### config.mk
export PLATFORM = sky130hd
export DESIGN_NAME = wdt_core
export DESIGN_NICKNAME = d
export VERILOG_FILES = /design/src/rtl/wdt_pkg.sv /design/src/rtl/wdt_prescaler.sv /design/src/rtl/wdt_core.sv
export SDC_FILE = /design/constraint.sdc
export NUM_CORES = 1
export LEC_CHECK = 0
export BUFFER_PORTS_ARGS = -buffer_cell sky130_fd_sc_hd__buf_2
export CORE_MARGIN = 2
export CORE_UTILIZATION = 45
export DETAILED_ROUTE_END_ITERATION = 10
export PLACE_DENSITY = 0.67
export RECOVER_POWER = 100
export SKIP_LAST_GASP = 1
export SYNTH_ARGS = -nofsm -noshare
export SYNTH_HDL_FRONTEND = slang
export SYNTH_HIERARCHICAL = 1
export SYNTH_SLANG_ARGS = --single-unit
### constraint.sdc
create_clock -name clk_sys -period 2.7 [get_ports clk_sys]
set_input_delay 0.135 -clock clk_sys [delete_from_list [all_inputs] [get_ports clk_sys]]
set_output_delay 0.135 -clock clk_sys [all_outputs]
set_load 0.01 [all_outputs]
### src/rtl/wdt_pkg.sv
// Behaviour
// - Refresh bit write loads reload value into counter and clears prescaler.
// - Watchdog reset drives reset output for at least 196 system clocks.
// - Reset output releases right after the reset cycle, no extra delay.
// - Overflow sets status flag; watchdog mode clears only by POR or fed write.
// - Timer mode accepts control and reload writes without feed sequence.
// - Timer mode run bit starts and stops the counter.
// - Timer mode overflow sets flag; writing one clears it.
// - Timer mode overflow reloads counter and keeps counting.
// - Enabled timer mode overflow raises interrupt request for vector 053H, priority nine; watchdog mode raises none.
// - Counter steps once every 344064 crystal clocks.
// - Period equals (255 minus reload) times 344064 crystal clocks.
// - Wrong second or third feed step in watchdog mode resets at once.
// - Counter keeps counting in idle mode.
// - Counter halts in power-down mode.
// - Software may gate the block clock off in timer mode.
// - Control bit 3 selects reset mode (1) or interrupt-only timer (0).
// - Mode select bit clears only on power-on reset.
// - Force-on bit 6 runs the counter and stays set until overflow clears it; else run bit governs.
// - Interrupt requested only while enable bit 6 of aux enable register set.
package wdt_pkg;
  localparam logic [7:0]  FEED_KEY1      = 8'hFD;
  localparam logic [7:0]  FEED_KEY2      = 8'h2A;
  localparam int          CTL_RUN        = 0;
  localparam int          CTL_REFRESH    = 1;
  localparam int          CTL_MODE       = 3;
  localparam int          CTL_FORCE_ON   = 6;
  localparam int          IEN_WDOG       = 6;
  localparam logic [7:0]  CNT_TOP        = 8'hFF;
  localparam logic [7:0]  CTL_RESET_VAL  = 8'h00;
  localparam logic [7:0]  RELOAD_RESET   = 8'h00;
  localparam int          PRESCALE_DIV   = 344064;
  localparam int          SYS_CLK_MHZ    = 100;
  localparam int          RST_HOLD_CLKS  = 196;
  localparam logic [15:0] IRQ_VECTOR     = 16'h0053;
  localparam logic [3:0]  IRQ_PRIORITY   = 4'h9;
  typedef enum logic [1:0] {
    WDT_FEED_IDLE = 2'b00,
    WDT_FEED_KEY1 = 2'b01,
    WDT_FEED_OPEN = 2'b11
  } wdt_feed_e;
endpackage

### src/rtl/wdt_prescaler.sv
`timescale 1ns/1ps
`default_nettype none
module wdt_prescaler #(
  parameter int DIV = wdt_pkg::PRESCALE_DIV
) (
  // Clock and reset.
  input  wire logic clk_sys,
  input  wire logic arst_n,
  input  wire logic clkEn,
  // Control.
  input  wire logic run,
  input  wire logic clear,
  // Output.
  output logic      tick
);
  localparam int W = $clog2(DIV);
  localparam logic [W-1:0] LAST = W'(DIV - 1);
  logic [W-1:0] cnt_r;
  logic [W-1:0] cnt_nxt;
  logic         tick_nxt;

  always_comb begin
    cnt_nxt  = cnt_r;
    tick_nxt = 1'b0;
    if (clear) begin
      cnt_nxt = '0;
    end else if (run) begin
      if (cnt_r == LAST) begin
        cnt_nxt  = '0;
        tick_nxt = 1'b1;
      end else begin
        cnt_nxt = cnt_r + W'(1);
      end
    end
  end

  always_ff @(posedge clk_sys or negedge arst_n) begin
    if (!arst_n) begin
      cnt_r <= '0;
      tick  <= 1'b0;
    end else if (clkEn) begin
      cnt_r <= cnt_nxt;
      tick  <= tick_nxt;
    end
  end
endmodule
`default_nettype wire

### src/rtl/wdt_core.sv
`timescale 1ns/1ps
`default_nettype none
module wdt_core #(
  parameter int PRESCALE = wdt_pkg::PRESCALE_DIV,
  parameter int RST_HOLD = wdt_pkg::RST_HOLD_CLKS
) (
  // Clock, enable and power-on reset.
  input  wire logic        clk_sys,
  input  wire logic        arst_n,
  input  wire logic        clkEn,
  // Software register writes, one-cycle strobes.
  input  wire logic        ctlWrite,
  input  wire logic        reloadWrite,
  input  wire logic        key1Write,
  input  wire logic        key2Write,
  input  wire logic        statusWrite,
  input  wire logic        otherWrite,
  input  wire logic [7:0]  wrData,
  input  wire logic        auxIrqEnableBit,
  // Power state.
  input  wire logic        powerDown,
  input  wire logic        idleMode,
  input  wire logic        clockGateOff,
  // Register views.
  output logic [7:0]       ctlValue,
  output logic [7:0]       reloadValue,
  output logic [7:0]       counterValue,
  output logic             overflowStatusFlag,
  // Results.
  output logic             irqReq,
  output logic [15:0]      irqVector,
  output logic [3:0]       irqPriority,
  output logic             sysResetOut
);
  localparam int HW = $clog2(RST_HOLD + 1);
  localparam logic [HW-1:0] HOLD_N = HW'(RST_HOLD);

  logic [7:0] ctl_r, ctl_nxt, reload_r, reload_nxt, cnt_r, cnt_nxt;
  logic       flag_r, flag_nxt, irq_r, irq_nxt, rst_r, rst_nxt;
  logic [HW-1:0] hold_r, hold_nxt;
  wdt_pkg::wdt_feed_e feed_r, feed_nxt;
  logic       tick, modeWdog, running, ctlAccept, refresh, feedErr, wdOvf, ovf;

  assign modeWdog = ctl_r[wdt_pkg::CTL_MODE];
  // Idle leaves the counter alone; only power-down or a timer-mode clock gate stops it.
  assign running = (ctl_r[wdt_pkg::CTL_RUN] || ctl_r[wdt_pkg::CTL_FORCE_ON])
                   && !powerDown
                   && !(clockGateOff && !modeWdog)
                   && (idleMode || !idleMode);
  assign ctlAccept = ctlWrite && (!modeWdog || feed_r == wdt_pkg::WDT_FEED_OPEN);
  assign refresh = ctlAccept && wrData[wdt_pkg::CTL_REFRESH];
  // Wrong second step: anything but the second key right after the first key.
  assign feedErr = modeWdog && (
      (feed_r == wdt_pkg::WDT_FEED_KEY1 && (!key2Write || wrData != wdt_pkg::FEED_KEY2) &&
       (key1Write || ctlWrite || reloadWrite || statusWrite || otherWrite || key2Write)) ||
      (feed_r == wdt_pkg::WDT_FEED_OPEN && !ctlWrite && !statusWrite &&
       (key1Write || key2Write || reloadWrite || otherWrite)));
  // The step onto the top value is the overflow, so a period is 255 minus reload ticks.
  assign ovf = tick && running && cnt_r >= wdt_pkg::CNT_TOP - 8'h01;
  assign wdOvf = ovf && modeWdog;

  wdt_prescaler #(.DIV(PRESCALE)) u_pre (
    .clk_sys (clk_sys),
    .arst_n  (arst_n),
    .clkEn   (clkEn),
    .run     (running),
    .clear   (refresh),
    .tick    (tick)
  );

  always_comb begin
    feed_nxt = feed_r;
    if (key1Write && wrData == wdt_pkg::FEED_KEY1) begin
      feed_nxt = wdt_pkg::WDT_FEED_KEY1;
    end else if (feed_r == wdt_pkg::WDT_FEED_KEY1 && key2Write && wrData == wdt_pkg::FEED_KEY2) begin
      feed_nxt = wdt_pkg::WDT_FEED_OPEN;
    end else if (ctlWrite || statusWrite || key1Write || key2Write || reloadWrite || otherWrite) begin
      feed_nxt = wdt_pkg::WDT_FEED_IDLE;
    end
  end

  always_comb begin
    ctl_nxt    = ctl_r;
    reload_nxt = reload_r;
    if (ctlAccept) begin
      ctl_nxt = wrData & ~(8'h01 << wdt_pkg::CTL_REFRESH);
      ctl_nxt[wdt_pkg::CTL_MODE] = wrData[wdt_pkg::CTL_MODE] | modeWdog;
      // Force-on can not be dropped until overflow.
      ctl_nxt[wdt_pkg::CTL_FORCE_ON] = wrData[wdt_pkg::CTL_FORCE_ON] | ctl_r[wdt_pkg::CTL_FORCE_ON];
    end
    if (ovf) begin
      ctl_nxt[wdt_pkg::CTL_FORCE_ON] = 1'b0;
    end
    if (reloadWrite && (!modeWdog || feed_r == wdt_pkg::WDT_FEED_OPEN)) begin
      reload_nxt = wrData;
    end
  end

  always_comb begin
    cnt_nxt = cnt_r;
    if (refresh) begin
      cnt_nxt = reload_r;
    end else if (ovf) begin
      cnt_nxt = reload_r;
    end else if (tick && running) begin
      cnt_nxt = cnt_r + 8'h01;
    end
  end

  always_comb begin
    flag_nxt = flag_r;
    if (statusWrite && wrData[0] && (!modeWdog || feed_r == wdt_pkg::WDT_FEED_OPEN)) begin
      flag_nxt = 1'b0;
    end
    if (ovf) begin
      flag_nxt = 1'b1;
    end
    irq_nxt = flag_nxt && !modeWdog && auxIrqEnableBit;
  end

  always_comb begin
    hold_nxt = hold_r;
    rst_nxt  = rst_r;
    if (wdOvf || feedErr) begin
      hold_nxt = HOLD_N;
      rst_nxt  = 1'b1;
    end else if (hold_r != '0) begin
      hold_nxt = hold_r - HW'(1);
      rst_nxt  = (hold_r != HW'(1));
    end
  end

  always_ff @(posedge clk_sys or negedge arst_n) begin
    if (!arst_n) begin
      ctl_r    <= wdt_pkg::CTL_RESET_VAL;
      reload_r <= wdt_pkg::RELOAD_RESET;
      cnt_r    <= wdt_pkg::RELOAD_RESET;
      flag_r   <= 1'b0;
      irq_r    <= 1'b0;
      rst_r    <= 1'b0;
      hold_r   <= '0;
      feed_r   <= wdt_pkg::WDT_FEED_IDLE;
    end else if (clkEn) begin
      ctl_r    <= ctl_nxt;
      reload_r <= reload_nxt;
      cnt_r    <= cnt_nxt;
      flag_r   <= flag_nxt;
      irq_r    <= irq_nxt;
      rst_r    <= rst_nxt;
      hold_r   <= hold_nxt;
      feed_r   <= feed_nxt;
    end
  end

  assign ctlValue           = ctl_r;
  assign reloadValue        = reload_r;
  assign counterValue       = cnt_r;
  assign overflowStatusFlag = flag_r;
  assign irqReq             = irq_r;
  assign sysResetOut        = rst_r;
  assign irqVector          = wdt_pkg::IRQ_VECTOR;
  assign irqPriority        = wdt_pkg::IRQ_PRIORITY;

  // Counts how long the reset output has stood high, saturating at the hold count.
  logic [HW-1:0] rstLen_r;
  logic [HW-1:0] rstLen_nxt;

  always_comb begin
    rstLen_nxt = '0;
    if (rst_r) begin
      rstLen_nxt = (rstLen_r == HOLD_N) ? rstLen_r : rstLen_r + HW'(1);
    end
  end

  always_ff @(posedge clk_sys or negedge arst_n) begin
    if (!arst_n) begin
      rstLen_r <= '0;
    end else if (clkEn) begin
      rstLen_r <= rstLen_nxt;
    end
  end

  property p_rst_len;
    @(posedge clk_sys) disable iff (!arst_n)
      $fell(rst_r) |-> rstLen_r == HOLD_N;
  endproperty
  a_rst_len: assert property (p_rst_len) else $error("reset pulse shorter than hold count");

  property p_irq_mode;
    @(posedge clk_sys) disable iff (!arst_n)
      modeWdog && $past(modeWdog) && $past(clkEn) |-> !irq_r;
  endproperty
  a_irq_mode: assert property (p_irq_mode) else $error("interrupt in reset mode");

  property p_timer_write;
    @(posedge clk_sys) disable iff (!arst_n)
      ctlWrite && !modeWdog && clkEn |=> ctl_r[wdt_pkg::CTL_RUN] == $past(wrData[wdt_pkg::CTL_RUN]);
  endproperty
  a_timer_write: assert property (p_timer_write) else $error("timer mode write refused");

  property p_flag_clr;
    @(posedge clk_sys) disable iff (!arst_n)
      statusWrite && wrData[0] && !modeWdog && !ovf && clkEn |=> !flag_r;
  endproperty
  a_flag_clr: assert property (p_flag_clr) else $error("flag not cleared");

  property p_force_on;
    @(posedge clk_sys) disable iff (!arst_n)
      ctl_r[wdt_pkg::CTL_FORCE_ON] && !ovf && clkEn |=> ctl_r[wdt_pkg::CTL_FORCE_ON];
  endproperty
  a_force_on: assert property (p_force_on) else $error("force-on dropped before overflow");

  property p_step;
    @(posedge clk_sys) disable iff (!arst_n)
      tick && running && !ovf && !refresh && clkEn |=> cnt_r == $past(cnt_r) + 8'h01;
  endproperty
  a_step: assert property (p_step) else $error("counter did not step by one");

  property p_run_stop;
    @(posedge clk_sys) disable iff (!arst_n)
      !modeWdog && !ctl_r[wdt_pkg::CTL_RUN] && !ctl_r[wdt_pkg::CTL_FORCE_ON] && !refresh && clkEn
      |=> cnt_r == $past(cnt_r);
  endproperty
  a_run_stop: assert property (p_run_stop) else $error("stopped timer moved");

  property p_gate;
    @(posedge clk_sys) disable iff (!arst_n)
      clockGateOff && !modeWdog && !refresh && clkEn |=> cnt_r == $past(cnt_r);
  endproperty
  a_gate: assert property (p_gate) else $error("gated timer moved");

  property p_rst_hold;
    @(posedge clk_sys) disable iff (!arst_n)
      $rose(rst_r) && clkEn |-> rst_r [*8];
  endproperty
  a_rst_hold: assert property (p_rst_hold) else $error("reset pulse too short");

  property p_rst_cnt;
    @(posedge clk_sys) disable iff (!arst_n)
      rst_r |-> hold_r != '0;
  endproperty
  a_rst_cnt: assert property (p_rst_cnt) else $error("reset without hold count");

  property p_refresh;
    @(posedge clk_sys) disable iff (!arst_n)
      refresh && clkEn |=> cnt_r == $past(reload_r);
  endproperty
  a_refresh: assert property (p_refresh) else $error("refresh did not load");

  property p_flag_set;
    @(posedge clk_sys) disable iff (!arst_n)
      ovf && clkEn |=> flag_r;
  endproperty
  a_flag_set: assert property (p_flag_set) else $error("overflow flag not set");

  property p_reload;
    @(posedge clk_sys) disable iff (!arst_n)
      ovf && !refresh && clkEn |=> cnt_r == $past(reload_r);
  endproperty
  a_reload: assert property (p_reload) else $error("no reload on overflow");

  property p_mode_sticky;
    @(posedge clk_sys) disable iff (!arst_n)
      modeWdog |=> modeWdog;
  endproperty
  a_mode_sticky: assert property (p_mode_sticky) else $error("mode bit cleared");

  property p_irq_gate;
    @(posedge clk_sys) disable iff (!arst_n)
      irq_r |-> $past(auxIrqEnableBit) && flag_r;
  endproperty
  a_irq_gate: assert property (p_irq_gate) else $error("irq without enable");

  property p_pd_halt;
    @(posedge clk_sys) disable iff (!arst_n)
      powerDown && !refresh && clkEn |=> cnt_r == $past(cnt_r);
  endproperty
  a_pd_halt: assert property (p_pd_halt) else $error("counter moved in power-down");

  property p_feed_err;
    @(posedge clk_sys) disable iff (!arst_n)
      feedErr && clkEn |=> rst_r;
  endproperty
  a_feed_err: assert property (p_feed_err) else $error("bad feed gave no reset");

  c_ovf: cover property (@(posedge clk_sys) disable iff (!arst_n) ovf);
  c_irq: cover property (@(posedge clk_sys) disable iff (!arst_n) $rose(irq_r));
  c_rst: cover property (@(posedge clk_sys) disable iff (!arst_n) $fell(rst_r));
  c_feed_open: cover property (@(posedge clk_sys) disable iff (!arst_n) feed_r == wdt_pkg::WDT_FEED_OPEN);
  c_feed_err: cover property (@(posedge clk_sys) disable iff (!arst_n) feedErr);
endmodule
`default_nettype wire

# --- Yosys cells after proc, flatten, opt, wreduce, memory -nomap -nowiden ---
# Index checks and enable logic that the tools add are counted.
op_classes:
  n_mux: 20
  n_eq_ne: 7
  bitwise: 2
  addsub: 3
  n_reduce_logical: 59
  magnitude_cmp: 1
ops:
  columns: ["cell", "count"]
  rows:
  - ["$mux W19", 3]
  - ["$mux W8", 5]
  - ["$logic_and A1 B1 Y1", 22]
  - ["$add A19 B1 Y19 const B", 1]
  - ["$eq A19 B19 Y1 const B", 1]
  - ["$logic_or A1 B1 Y1", 18]
  - ["$reduce_and A2 Y1", 7]
  - ["$add A8 B1 Y8 const B", 1]
  - ["$eq A8 B6 Y1 const B", 1]
  - ["$eq A8 B8 Y1 const B", 1]
  - ["$ge A8 B8 Y1 const B", 1]
  - ["$mux W1", 8]
  - ["$ne A8 B1 Y1 const B", 1]
  - ["$ne A8 B6 Y1 const B", 1]
  - ["$reduce_bool A8 Y1", 1]
  - ["$sub A8 B1 Y8 const B", 1]
  - ["$mux W7", 1]
  - ["$logic_not A1 Y1", 6]
  - ["$mux W2", 3]
  - ["$reduce_bool A2 Y1", 3]
  - ["$reduce_bool A3 Y1", 2]
  - ["$eq A2 B1 Y1 const B", 1]
  - ["$eq A2 B2 Y1 const B", 1]
  - ["$or A1 B1 Y1", 2]
word_totals:
  out_inout_bits: 47
  ff_bits: 56

# --- Longest topological paths before layout ---
# Gate-level depths: netlist of run 1.
depth:
  depth_word: 11
  mapped_depth: 8

# --- By module ---
# The synthesis of run 1 kept the hierarchy.
modules_own_cells:
  columns: ["module", "area_each_um2", "instances", "cells_each", "seq_area_each_um2"]
  rows:
  - ["wdt_core", 2137.0, 1, 213, 900.9]
  - ["wdt_prescaler", 1285.0, 1, 149, 500.5]

# --- Worst setup path before layout of run 1 ---
# Ideal clock, no wire load.
synth_timing:
  kind: "flip-flop to flip-flop"
  start: "register ctl_r[3], in the netlist ctlValue[3]"
  end: "register u_pre.cnt_r[17]"
  setup_time_ns: 0.134
  slack_ns: 0.672
  path_buffers: 2
  stages_incl_launch_ff: 9
  period_less_slack_ns: 2.028
  arrival_time_ns: 1.894
  path_cell_list: "dfrtp_1 -> a21bo_2 -> and3_1 -> buf_6 -> o21ai_2 -> clkbuf_1 -> nor3_1 -> a32oi_1 -> o31ai_1"
synth_between:
  elab_chain_len: 6
  elab_cells_between_ends: 10
synth_rtl:
  columns: ["item", "line", "text"]
  rows:
  - ["from (decl)", "wdt_core.sv:38", "logic [7:0] ctl_r, ctl_nxt, reload_r, reload_nxt, cnt_r, cnt_nxt;"]
  - ["from (signal assigned)", "wdt_core.sv:135", "ctl_r <= wdt_pkg::CTL_RESET_VAL;"]
  - ["from (signal assigned)", "wdt_core.sv:144", "ctl_r <= ctl_nxt;"]
  - ["$logic_not A1 Y1 *", "wdt_core.sv:50", "assign ctlAccept = ctlWrite && (!modeWdog || feed_r == wdt_pkg::WDT_FEED_OPEN);"]
  - ["$logic_or A1 B1 Y1 *", "wdt_core.sv:50", null]
  - ["$logic_and A1 B1 Y1 *", "wdt_core.sv:50", null]
  - ["$logic_and A1 B1 Y1 *", "wdt_core.sv:51", "assign refresh = ctlAccept && wrData[wdt_pkg::CTL_REFRESH];"]
  - ["named net refresh", "wdt_core.sv:42", "logic tick, modeWdog, running, ctlAccept, refresh, feedErr, wdOvf, ovf;"]
  - ["$reduce_bool A2 Y1 (no line)", null, null]
  - ["$reduce_and A2 Y1 (no line)", null, null]
  - ["to (signal assigned)", "wdt_prescaler.sv:42", "cnt_r <= cnt_nxt;"]
  - ["to (decl)", "wdt_prescaler.sv:18", "logic [W-1:0] cnt_r;"]
# Mark *: on every way through the listed nets, which the timed path passes. The rest lies on a longest branch.
# A chain may end at the register's enable or synchronous reset.

# --- Worst setup path after layout of run 1 ---
layout_timing:
  start: "register cnt_r[0], in the netlist counterValue[0]"
  end: "register cnt_r[6], in the netlist counterValue[6]"
layout_between:
  elab_chain_len: 4
  elab_cells_between_ends: 8
layout_rtl:
  columns: ["item", "line", "text"]
  rows:
  - ["from (decl)", "wdt_core.sv:38", null]
  - ["from (signal assigned)", "wdt_core.sv:137", "cnt_r <= wdt_pkg::RELOAD_RESET;"]
  - ["from (signal assigned)", "wdt_core.sv:146", "cnt_r <= cnt_nxt;"]
  - ["$add A8 B1 Y8 or $ge A8 B8 Y1 (tied branches)", "wdt_core.sv:106, wdt_core.sv:59", null]
  - ["$mux W8 or $logic_and A1 B1 Y1 (tied branches)", "wdt_core.sv:105, wdt_core.sv:59", null]
  - ["$mux W8 or $reduce_bool A3 Y1 (tied branches)", null, null]
  - ["$mux W8 or $reduce_and A2 Y1 (tied branches)", null, null]
# Several ways; a longest one is shown, not always the timed one. The select of a mux whose other input is x is not followed.

==> results of run 1 <==
[logic make-up (layout without fill, tap and decap cells)]
| family | count (synthesis) | after routing | synth area share, % |
|---|---|---|---|
| buf+inv | 48 | 75 | 8.812 |
| fa+ha+maj | 5 | 5 | 1.828 |
| simple gates | 139 | 139 | 22.63 |
| other cells | 2 | 21 | 0.2195 |
| flops | 56 | 56 | 40.95 |
| mux | 19 | 19 | 5.996 |
| compound gates | 93 | 93 | 19.56 |
[how the worst max path moves through the flow]
stage	depth (start not counted)	end	from	slack [ps]
5_1_grt	6	u_pre/cnt_r[18]	u_pre/cnt_r[0]	130
3_5_place_dp	7	u_pre/cnt_r[10]	ctlValue[3]	380
6_report	7	counterValue[6]	counterValue[0]	330
4_1_cts	7	u_pre/cnt_r[10]	ctlValue[3]	360
3_3_place_gp	7	u_pre/cnt_r[10]	ctlValue[3]	430
2_1_floorplan	8	u_pre/cnt_r[17]	ctlValue[3]	670
[per-stage QoR]
stage	hold WS (ps)	cells	setup slack [ps]	area (um^2)	utilization [%]
floorplan	-160.6	381	671.8	3493	-
global placement	189.3	498	428.3	3650	50.05
detailed placement	197.3	498	383.5	3650	50.05
CTS	67.99	507	362.7	3749	51.41
global route	72.93	507	132.2	3670	50.33
finish	75.16	507	326.2	3670	50.33
[where the power goes]
group | total (mW) | switching, mW | internal [mW]
Combinational | 0.294 | 0.167 | 0.127
Clock | 0.470 | 0.284 | 0.186
Sequential | 0.955 | 0.0621 | 0.893
Total | 1.72 | 0.513 | 1.20
[cell type report]
cell class                      instances  share of cell area (%)
Clock inverter                          2                  0.4432
Inverter                               13                   1.330
Timing Repair Buffer                   54                   6.717
Multi-Input combinational cell        277                   47.97
Tap cell                               99                   3.375
Clock buffer                            6                   1.977
Sequential cell                        56                   38.19
[metal layers]
metal,routed length [um],part of all wire [%],vias up
li1,-,-,1419
met1,3590,47,1425
met2,3724,49,65
met3,292,3.8,7
met4,67,0.87,0
met5,0,0,-
[timing repair]
item | in CTS | in global routing
hold buffers | 1 | 0
setup endpoints to repair | 0 | 0
endpoints found under the hold margin | 26 | 0
[worst max-delay path: stages, from the launching register on]
cell and delay [ps]:
dfrtp_1 450, inv_1 100, ha_1 210, o211a_1 210, and3_1 180, a21oi_1 740
mux2i_1 270, a2bb2oi_1 90
[flip-flops by register name, indices dropped and copies added (netlist names)]
register	cells
counterValue	8
ctlValue	7
feed_r	2
hold_r	8
irqReq	1
overflowStatusFlag	1
reloadValue	8
sysResetOut	1
u_pre/cnt_r	19
u_pre/tick	1
[cell usage in the layout, fill, tap and decap left out, types with 4 or more instances in the layout]
cell type  netlist  layout
a21oi_1         10      11
a31oi_1          4       4
and2_1           4       4
and3_1           6       6
buf_2            2      17
clkbuf_1         6      30
clkbuf_2         0       4
clkbuf_8         1       5
conb_1           2      21
dfrtp_1         56      56
ha_1             5       5
inv_1           13      13
mux2_2          12      12
mux2i_1          7       7
nand2_1         32      32
nand3_1         19      19
nand4_1         11      11
nor2_1          20      20
nor3_1           3       4
nor4_1           8       8
o211ai_1         8       8
o21ai_0         19      24
o2bb2ai_1        6       6
o31ai_1          6       6
or4_1            9       9
==> results, run 1 <==
- The checks that failed: capacitance limit, slew limit.
- The filler cell count in the final layout is 730.
- The area used by sequential logic in the layout is 1401 um^2.
- For the final routed database, the setup TNS stands at 0 ps.
- The post-synthesis cell area is 3422 um^2.
- In the final layout, the share of cells above drive strength 1 is 12.75%.
- The initial cell density of the core is 46.93%.
- VDD sags by at most 290.6 uV.
- The count of nets left with antenna violations after detail routing is 0.
- The clock root buffer is clkbuf_8.
- Synthesis handed over a netlist of 362 instances.
- The final critical path takes up 87.92% of the cycle.
- Setup violations remaining at the end of the flow were counted as 0.
- The number of global-route vias before repair came to 2655.
- The count of input and output buffers is 45.
- For the finished layout, the period the worst path requires is 2374 ps.
- The total power is 1.718 mW.
- After synthesis, the cell types taking the most area are dfrtp_1 41%, buf_4 5.0%, mux2_2 3.9%, nand2_1 3.5%, nand3_1 2.8%.
- Global routing used 3.320% of the available met3 tracks.
- Setup repair after global routing left no endpoint under its margin.
- The tool flagged a number of max-cap violations equal to 1.
- The final RePlAce weighted congestion is 0.8835.
- Clock latency on the worst-skew pair, taken at its later pin, is 310 ps.
- The type of destination of the critical path is a flop.
- Row generation in the floorplan step produced 31 rows.
- The global-route track usage on met2 is 30.74%.
- The final layout net count is 433.
- The upper clock frequency limit is 0.4213 GHz.
- The number of antenna violations at the first check in global routing was 0.
- The area of the placeable core is 7292 um^2.
- The sum of overflow across all layers after global routing is 0.
- The signed area change from the synthesized netlist to the final layout is 7.239%.
- The type of element launching the critical path is a flop.
- The worst hold path terminates at feed_r[0].
- In this run the vertical extent of the chip is 91.21 um.
- In this run, synthesis inferred 0 flip-flops with an integrated enable.
- The via count of the routed design is 2916.
- The detailed router finished its first iteration with 148 violations.
- The power per cell area is 468.2 nW/um^2.
- The wire length of the first global-routing pass is 12810 um.
- TritonCTS built the clock tree.
- The endpoint of the worst-slack reg-to-reg timing path is counterValue[6].
- STA puts the critical path data required time at 2880 ps.
- Summed over all cells, the static leakage comes to 1.616 nW.
- The sequential area share after synthesis is 40.95%.
- The flow ran to the end, but the final reports show violations.
- Summed over all nets, the half-perimeter wirelength after detailed placement is 5584 um.
- Summed over all instances, the cell type with the most area after synthesis is dfrtp_1.
- The worst register-to-register path has a setup slack of 330 ps.
- The multi-input combinational cells in the finished layout cover a total of 1760 um^2.
- STA puts the critical path data arrival time at 2560 ps.
- Headroom to the max-slew limit came out at -1.182%.
- The worst hold path stage count is 3.
- The worst clock skew on the final layout is 4.985 ps.
- The layer flagged by global routing as most heavily used is met2.
- The number of setup buffers added after CTS is 0.
- The aggregate global-route resource usage is 18.83%.
- For this run, the detailed router's first-pass iteration total came to 4.
- The met1 routing resource usage after global routing is 26.00%.
- The area of the die is 8318 um^2.
- The H-tree was split into 2 levels.
- The number of distinct library cells after synthesis is 66.
- After synthesis, the share of flip-flops with an asynchronous set or reset is 100.0%.
- The number of antenna cells inserted is 0.
- For the worst flop-to-flop path, the logic depth is 7.
- The tree built by TritonCTS fans out to 56 sinks.
- By count the netlist is led by 56 x dfrtp_1, 32 x nand2_1, 23 x buf_4.
- The worst flop-to-flop path startpoint is counterValue[0].
- Of all nets on the critical path, the largest fanout is 9.
- The CTS buffer count is 5.
- The mean cell area of the mapped netlist is 9.453 um^2.
- Synthesis inferred 56 register bits.
- The worst setup path is of the reg2reg kind.
- The transition time at the pin with the least slew margin is 1518 ps.
- Entering global routing, the biggest net connects 29 pins.
- The total of warnings raised by yosys is 6.
- The share of synthesized area in the top cell type comes to 40.95%.
- In this run the most critical hold path is launched from wrData[3].
- After detailed routing, the number of remaining DRC violations is 0.
- The average wire per standard cell is 15.14 um.
- The most common cell in the netlist is dfrtp_1.
- The max-slew violation count was 29.
- The x dimension of the die is 91.21 um.
- The number of vias per cell is 5.751.
- The count of boundary I/O pins is 68.
- The count of endpoints failing hold in the final timing report came to 0.
- The number of buffers on the longest clock path is 2.
- For this run, the leading register cell type out of synthesis is dfrtp_1.
- The type of the most critical hold path is in2reg.
- The total wire length after detailed routing is 7674 um.
- After clock tree synthesis, the repair step resized 0 gates.
- Clock-pin slew was measured on the worst setup and hold paths at 100 ps.
(Power assumes the default switching activity.)
==> run 2: changes to the inputs <==
--- a/config.mk
+++ b/config.mk
@@ -6,11 +6,11 @@
 export NUM_CORES = 1
 export LEC_CHECK = 0
 export BUFFER_PORTS_ARGS = -buffer_cell sky130_fd_sc_hd__buf_2
-export CORE_MARGIN = 2
 export CORE_UTILIZATION = 45
 export DETAILED_ROUTE_END_ITERATION = 10
 export PLACE_DENSITY = 0.67
 export RECOVER_POWER = 100
+export SKIP_CTS_REPAIR_TIMING = 1
 export SKIP_LAST_GASP = 1
 export SYNTH_ARGS = -nofsm -noshare
 export SYNTH_HDL_FRONTEND = slang
==> run 2 against run 1 <==
  * The run now ends clean
  * Clock power up 24%
  * First-iteration DRC count fell by 11%
  * Critical path depth is the same
  * Via count is 0.48% higher
  * Clock-buffer cell count stayed put
  * Clock skew up 6.5 ps
  * Global-route usage increased by 1.2 points
  * Maximum frequency up 1.3%
  * Largest power group unchanged
  * Non-clock buffer count is 1 lower
  * Critical endpoint unchanged
==> results, run 2 (same netlist as run 1, synthesis figures left out) <==
- The critical path data required time came to 2890 ps (was 2880 ps).
- The final RePlAce weighted congestion is 0.8614 (was 0.8835).
- The H-tree depth is 2 (unchanged).
- The signed area change from the synthesized netlist to the final layout is 8.227% (was 7.239%).
- The final setup TNS was 0 ps (unchanged).
- The total power is 1.830 mW (was 1.718 mW).
- The kind of critical path is reg2reg (unchanged).
- The pin count of the biggest net entering global routing came to 57 (was 29).
- The number of global-route vias before repair is 2569 (was 2655).
- The number of flip-flops under the largest register name is 19 (unchanged).
- The filler cell count in the final layout came to 717 (was 730).
- The worst flop-to-flop path startpoint is counterValue[0] (unchanged).
- The count of nets left with antenna violations after detail routing is 0 (unchanged).
- The number of buffers on the longest clock path came to 2 (unchanged).
- The count of endpoints failing hold in the final timing report was 0 (unchanged).
- The leakage power summed over all cells came to 1.639 nW (was 1.616 nW).
- The register-to-register setup slack was 360 ps (was 330 ps).
- The worst slew slack as a fraction of its limit is 7.348% (was -1.182%).
- The worst reg2reg path depth is 7 (unchanged).
- The wire length of the first global-routing pass came to 12310 um (was 12810 um).
- The worst hold endpoint was feed_r[0] (unchanged).
- The worst hold path stage count is 3 (unchanged).
- The number of antenna violations at the first check in global routing is 0 (unchanged).
- The number of buffer and inverter stages on the critical path is 1 (unchanged).
- The aggregate global-route resource usage is 19.99% (was 18.83%).
- The area used by sequential logic in the layout came to 1401 um^2 (unchanged).
- The worst supply voltage drop on vdd is 199.9 uV (was 290.6 uV).
- The number of failing setup endpoints in the final timing report is 0 (unchanged).
- The type of the most critical hold path is in2reg (unchanged).
- Outcome: completed (was finished with violations).
- The number of vias per cell is 5.791 (was 5.751).
- The clock transition at the registers of the reported paths was 100 ps (about the same).
- The clock latency at the later pin of the worst-skew pair was 310 ps (about the same).
- Cell Chain, Critical Path: inv_1 > ha_1 > o211a_1 > and3_1 > a21oi_1 > mux2i_1 > a2bb2oi_1 (unchanged).
- The final layout net count is 432 (was 433).
- The type of destination of the critical path is a flop (unchanged).
- The setup slack of the critical path after layout is 355.6 ps (was 326.2 ps).
- The CTS buffer count was 5 (unchanged).
- The worst-path maximum fanout is 9 (unchanged).
- The count of unresolved DRC violations after routing is 0 (unchanged).
- The total number of clock tree sinks is 56 (unchanged).
- The count of input and output buffers came to 45 (unchanged).
- Most used cells in the layout excluding fill and tap cells: 56 x dfrtp_1, 32 x nand2_1, 27 x clkbuf_1, 22 x o21ai_0, 21 x conb_1 (was 56 x dfrtp_1, 32 x nand2_1, 30 x clkbuf_1, 24 x o21ai_0, 21 x conb_1).
- The average wire per standard cell was 15.24 um (was 15.14 um).
- The sum of overflow across all layers after global routing was 0 (unchanged).
- The standard cell with the maximum stage delay on the critical path is a21oi_1 (unchanged).
- The max-slew violation count is 0 (was 29).
- The count of max-cap constraint violations is 0 (was 1).
- The critical path data arrival time is 2530 ps (was 2560 ps).
- The minimum period implied by the final worst setup slack is 2344 ps (was 2374 ps).
- The clock root buffer was clkbuf_8 (unchanged).
- The transition time at the pin with the least slew margin is 1390 ps (was 1518 ps).
- The x dimension of the die is 89.21 um (was 91.21 um).
- The CTS tree was yes (unchanged).
- The endpoint of the worst-slack reg-to-reg timing path was counterValue[6] (unchanged).
- The leading cell type in the layout, fill and taps excluded is dfrtp_1 (unchanged).
- The die outline height is 89.21 um (was 91.21 um).
- The count of boundary I/O pins is 68 (unchanged).
- The fraction of final layout cells sized beyond drive strength 1 is 14.00% (was 12.75%).
- The length of the first detailed-routing pass in iterations is 4 (unchanged).
- The number of antenna cells inserted came to 0 (unchanged).
- The worst setup timing slack at the placement stage is 539.2 ps (was 383.5 ps).
- The area of the placeable core is 7292 um^2 (unchanged).
- The detailed router's first-iteration violation count is 131 (was 148).
- The upper clock frequency limit came to 0.4266 GHz (was 0.4213 GHz).
- The number of cell rows was 31 (unchanged).
- The power per cell area was 494.1 nW/um^2 (was 468.2 nW/um^2).
- The startpoint of the most critical hold path is wrData[3] (unchanged).
- The initial cell density of the core is 46.93% (unchanged).
- The total wire length after detailed routing is 7710 um (was 7674 um).
- The placed wire-length estimate after detailed placement is 5424 um (was 5584 um).
- The minimum hold slack came to 75.46 ps (was 75.16 ps).
- The area of the die is 7958 um^2 (was 8318 um^2).
- The register ranked first by flip-flop count is u_pre/cnt_r (unchanged).
- The worst clock skew on the final layout is 11.52 ps (was 4.985 ps).
- RSZ-0062 raised after global routing: no (unchanged).
- The type of element launching the critical path is a flop (unchanged).
- The cell class contributing the biggest share of worst-path delay is compound AO/OA/AOI/OAI gates (unchanged).
- The stage delay of the slowest cell on the critical path is 720 ps (was 740 ps).
- The multi-input combinational cell area is 1764 um^2 (was 1760 um^2).
- The via count of the routed design is 2930 (was 2916).
- The post-route clock period utilization is 86.83% (was 87.92%).
## run 2: cell types whose count changed in the layout (fill, tap and decap cells not counted), moves of 2 or more
cell      previous run  this run
clkbuf_1            30        27
buf_4                3         5
o21ai_0             24        22
clkbuf_2             4         2
buf_2               17        19
## run 2: cell type report
type / count / area share (%)
Clock inverter: 2 / 1.047
Tap cell: 99 / 3.345
Inverter: 13 / 1.318
Sequential cell: 56 / 37.84
Timing Repair Buffer: 53 / 6.588
Clock buffer: 6 / 2.230
Multi-Input combinational cell: 277 / 47.64
## run 2: how the worst max path moves through the flow
stage	to	slack, ps	startpoint	depth (start not counted)
3_3_place_gp	u_pre/cnt_r[10]	510	ctlValue[3]	7
6_report	counterValue[6]	360	counterValue[0]	7
5_1_grt	u_pre/cnt_r[7]	190	ctlValue[3]	6
2_1_floorplan	u_pre/cnt_r[17]	670	ctlValue[3]	8
4_1_cts	u_pre/cnt_r[10]	490	ctlValue[3]	7
3_5_place_dp	u_pre/cnt_r[10]	540	ctlValue[3]	7
## run 2: metrics by stage
stage | std cells | utilization, % | instance area, um^2
final | 506 | 50.79 | 3704
after global routing | 506 | 50.79 | 3704
after CTS | 506 | 51.72 | 3771
after detailed placement | 498 | 50.05 | 3650
after global placement | 498 | 50.05 | 3650
after floorplan | 381 | - | 3493
## run 2: tightest hold or removal path, cell delays in order
cell     delay [ps]
buf_2           110
nand2_1          50
o31ai_1          60
## run 2: metal layers
metal,routed length [um],vias up,GRT usage [%]
met5,0,-,0
met4,91,0,5.483
met3,351,8,3.324
met2,3807,86,34.70
met1,3460,1422,25.78
li1,-,1414,-
## run 2: report_power, final
group,total (mW),switching (mW),internal [mW]
clock network,0.585,0.281,0.304
logic,0.292,0.166,0.126
registers,0.953,0.0603,0.893
total,1.83,0.508,1.32
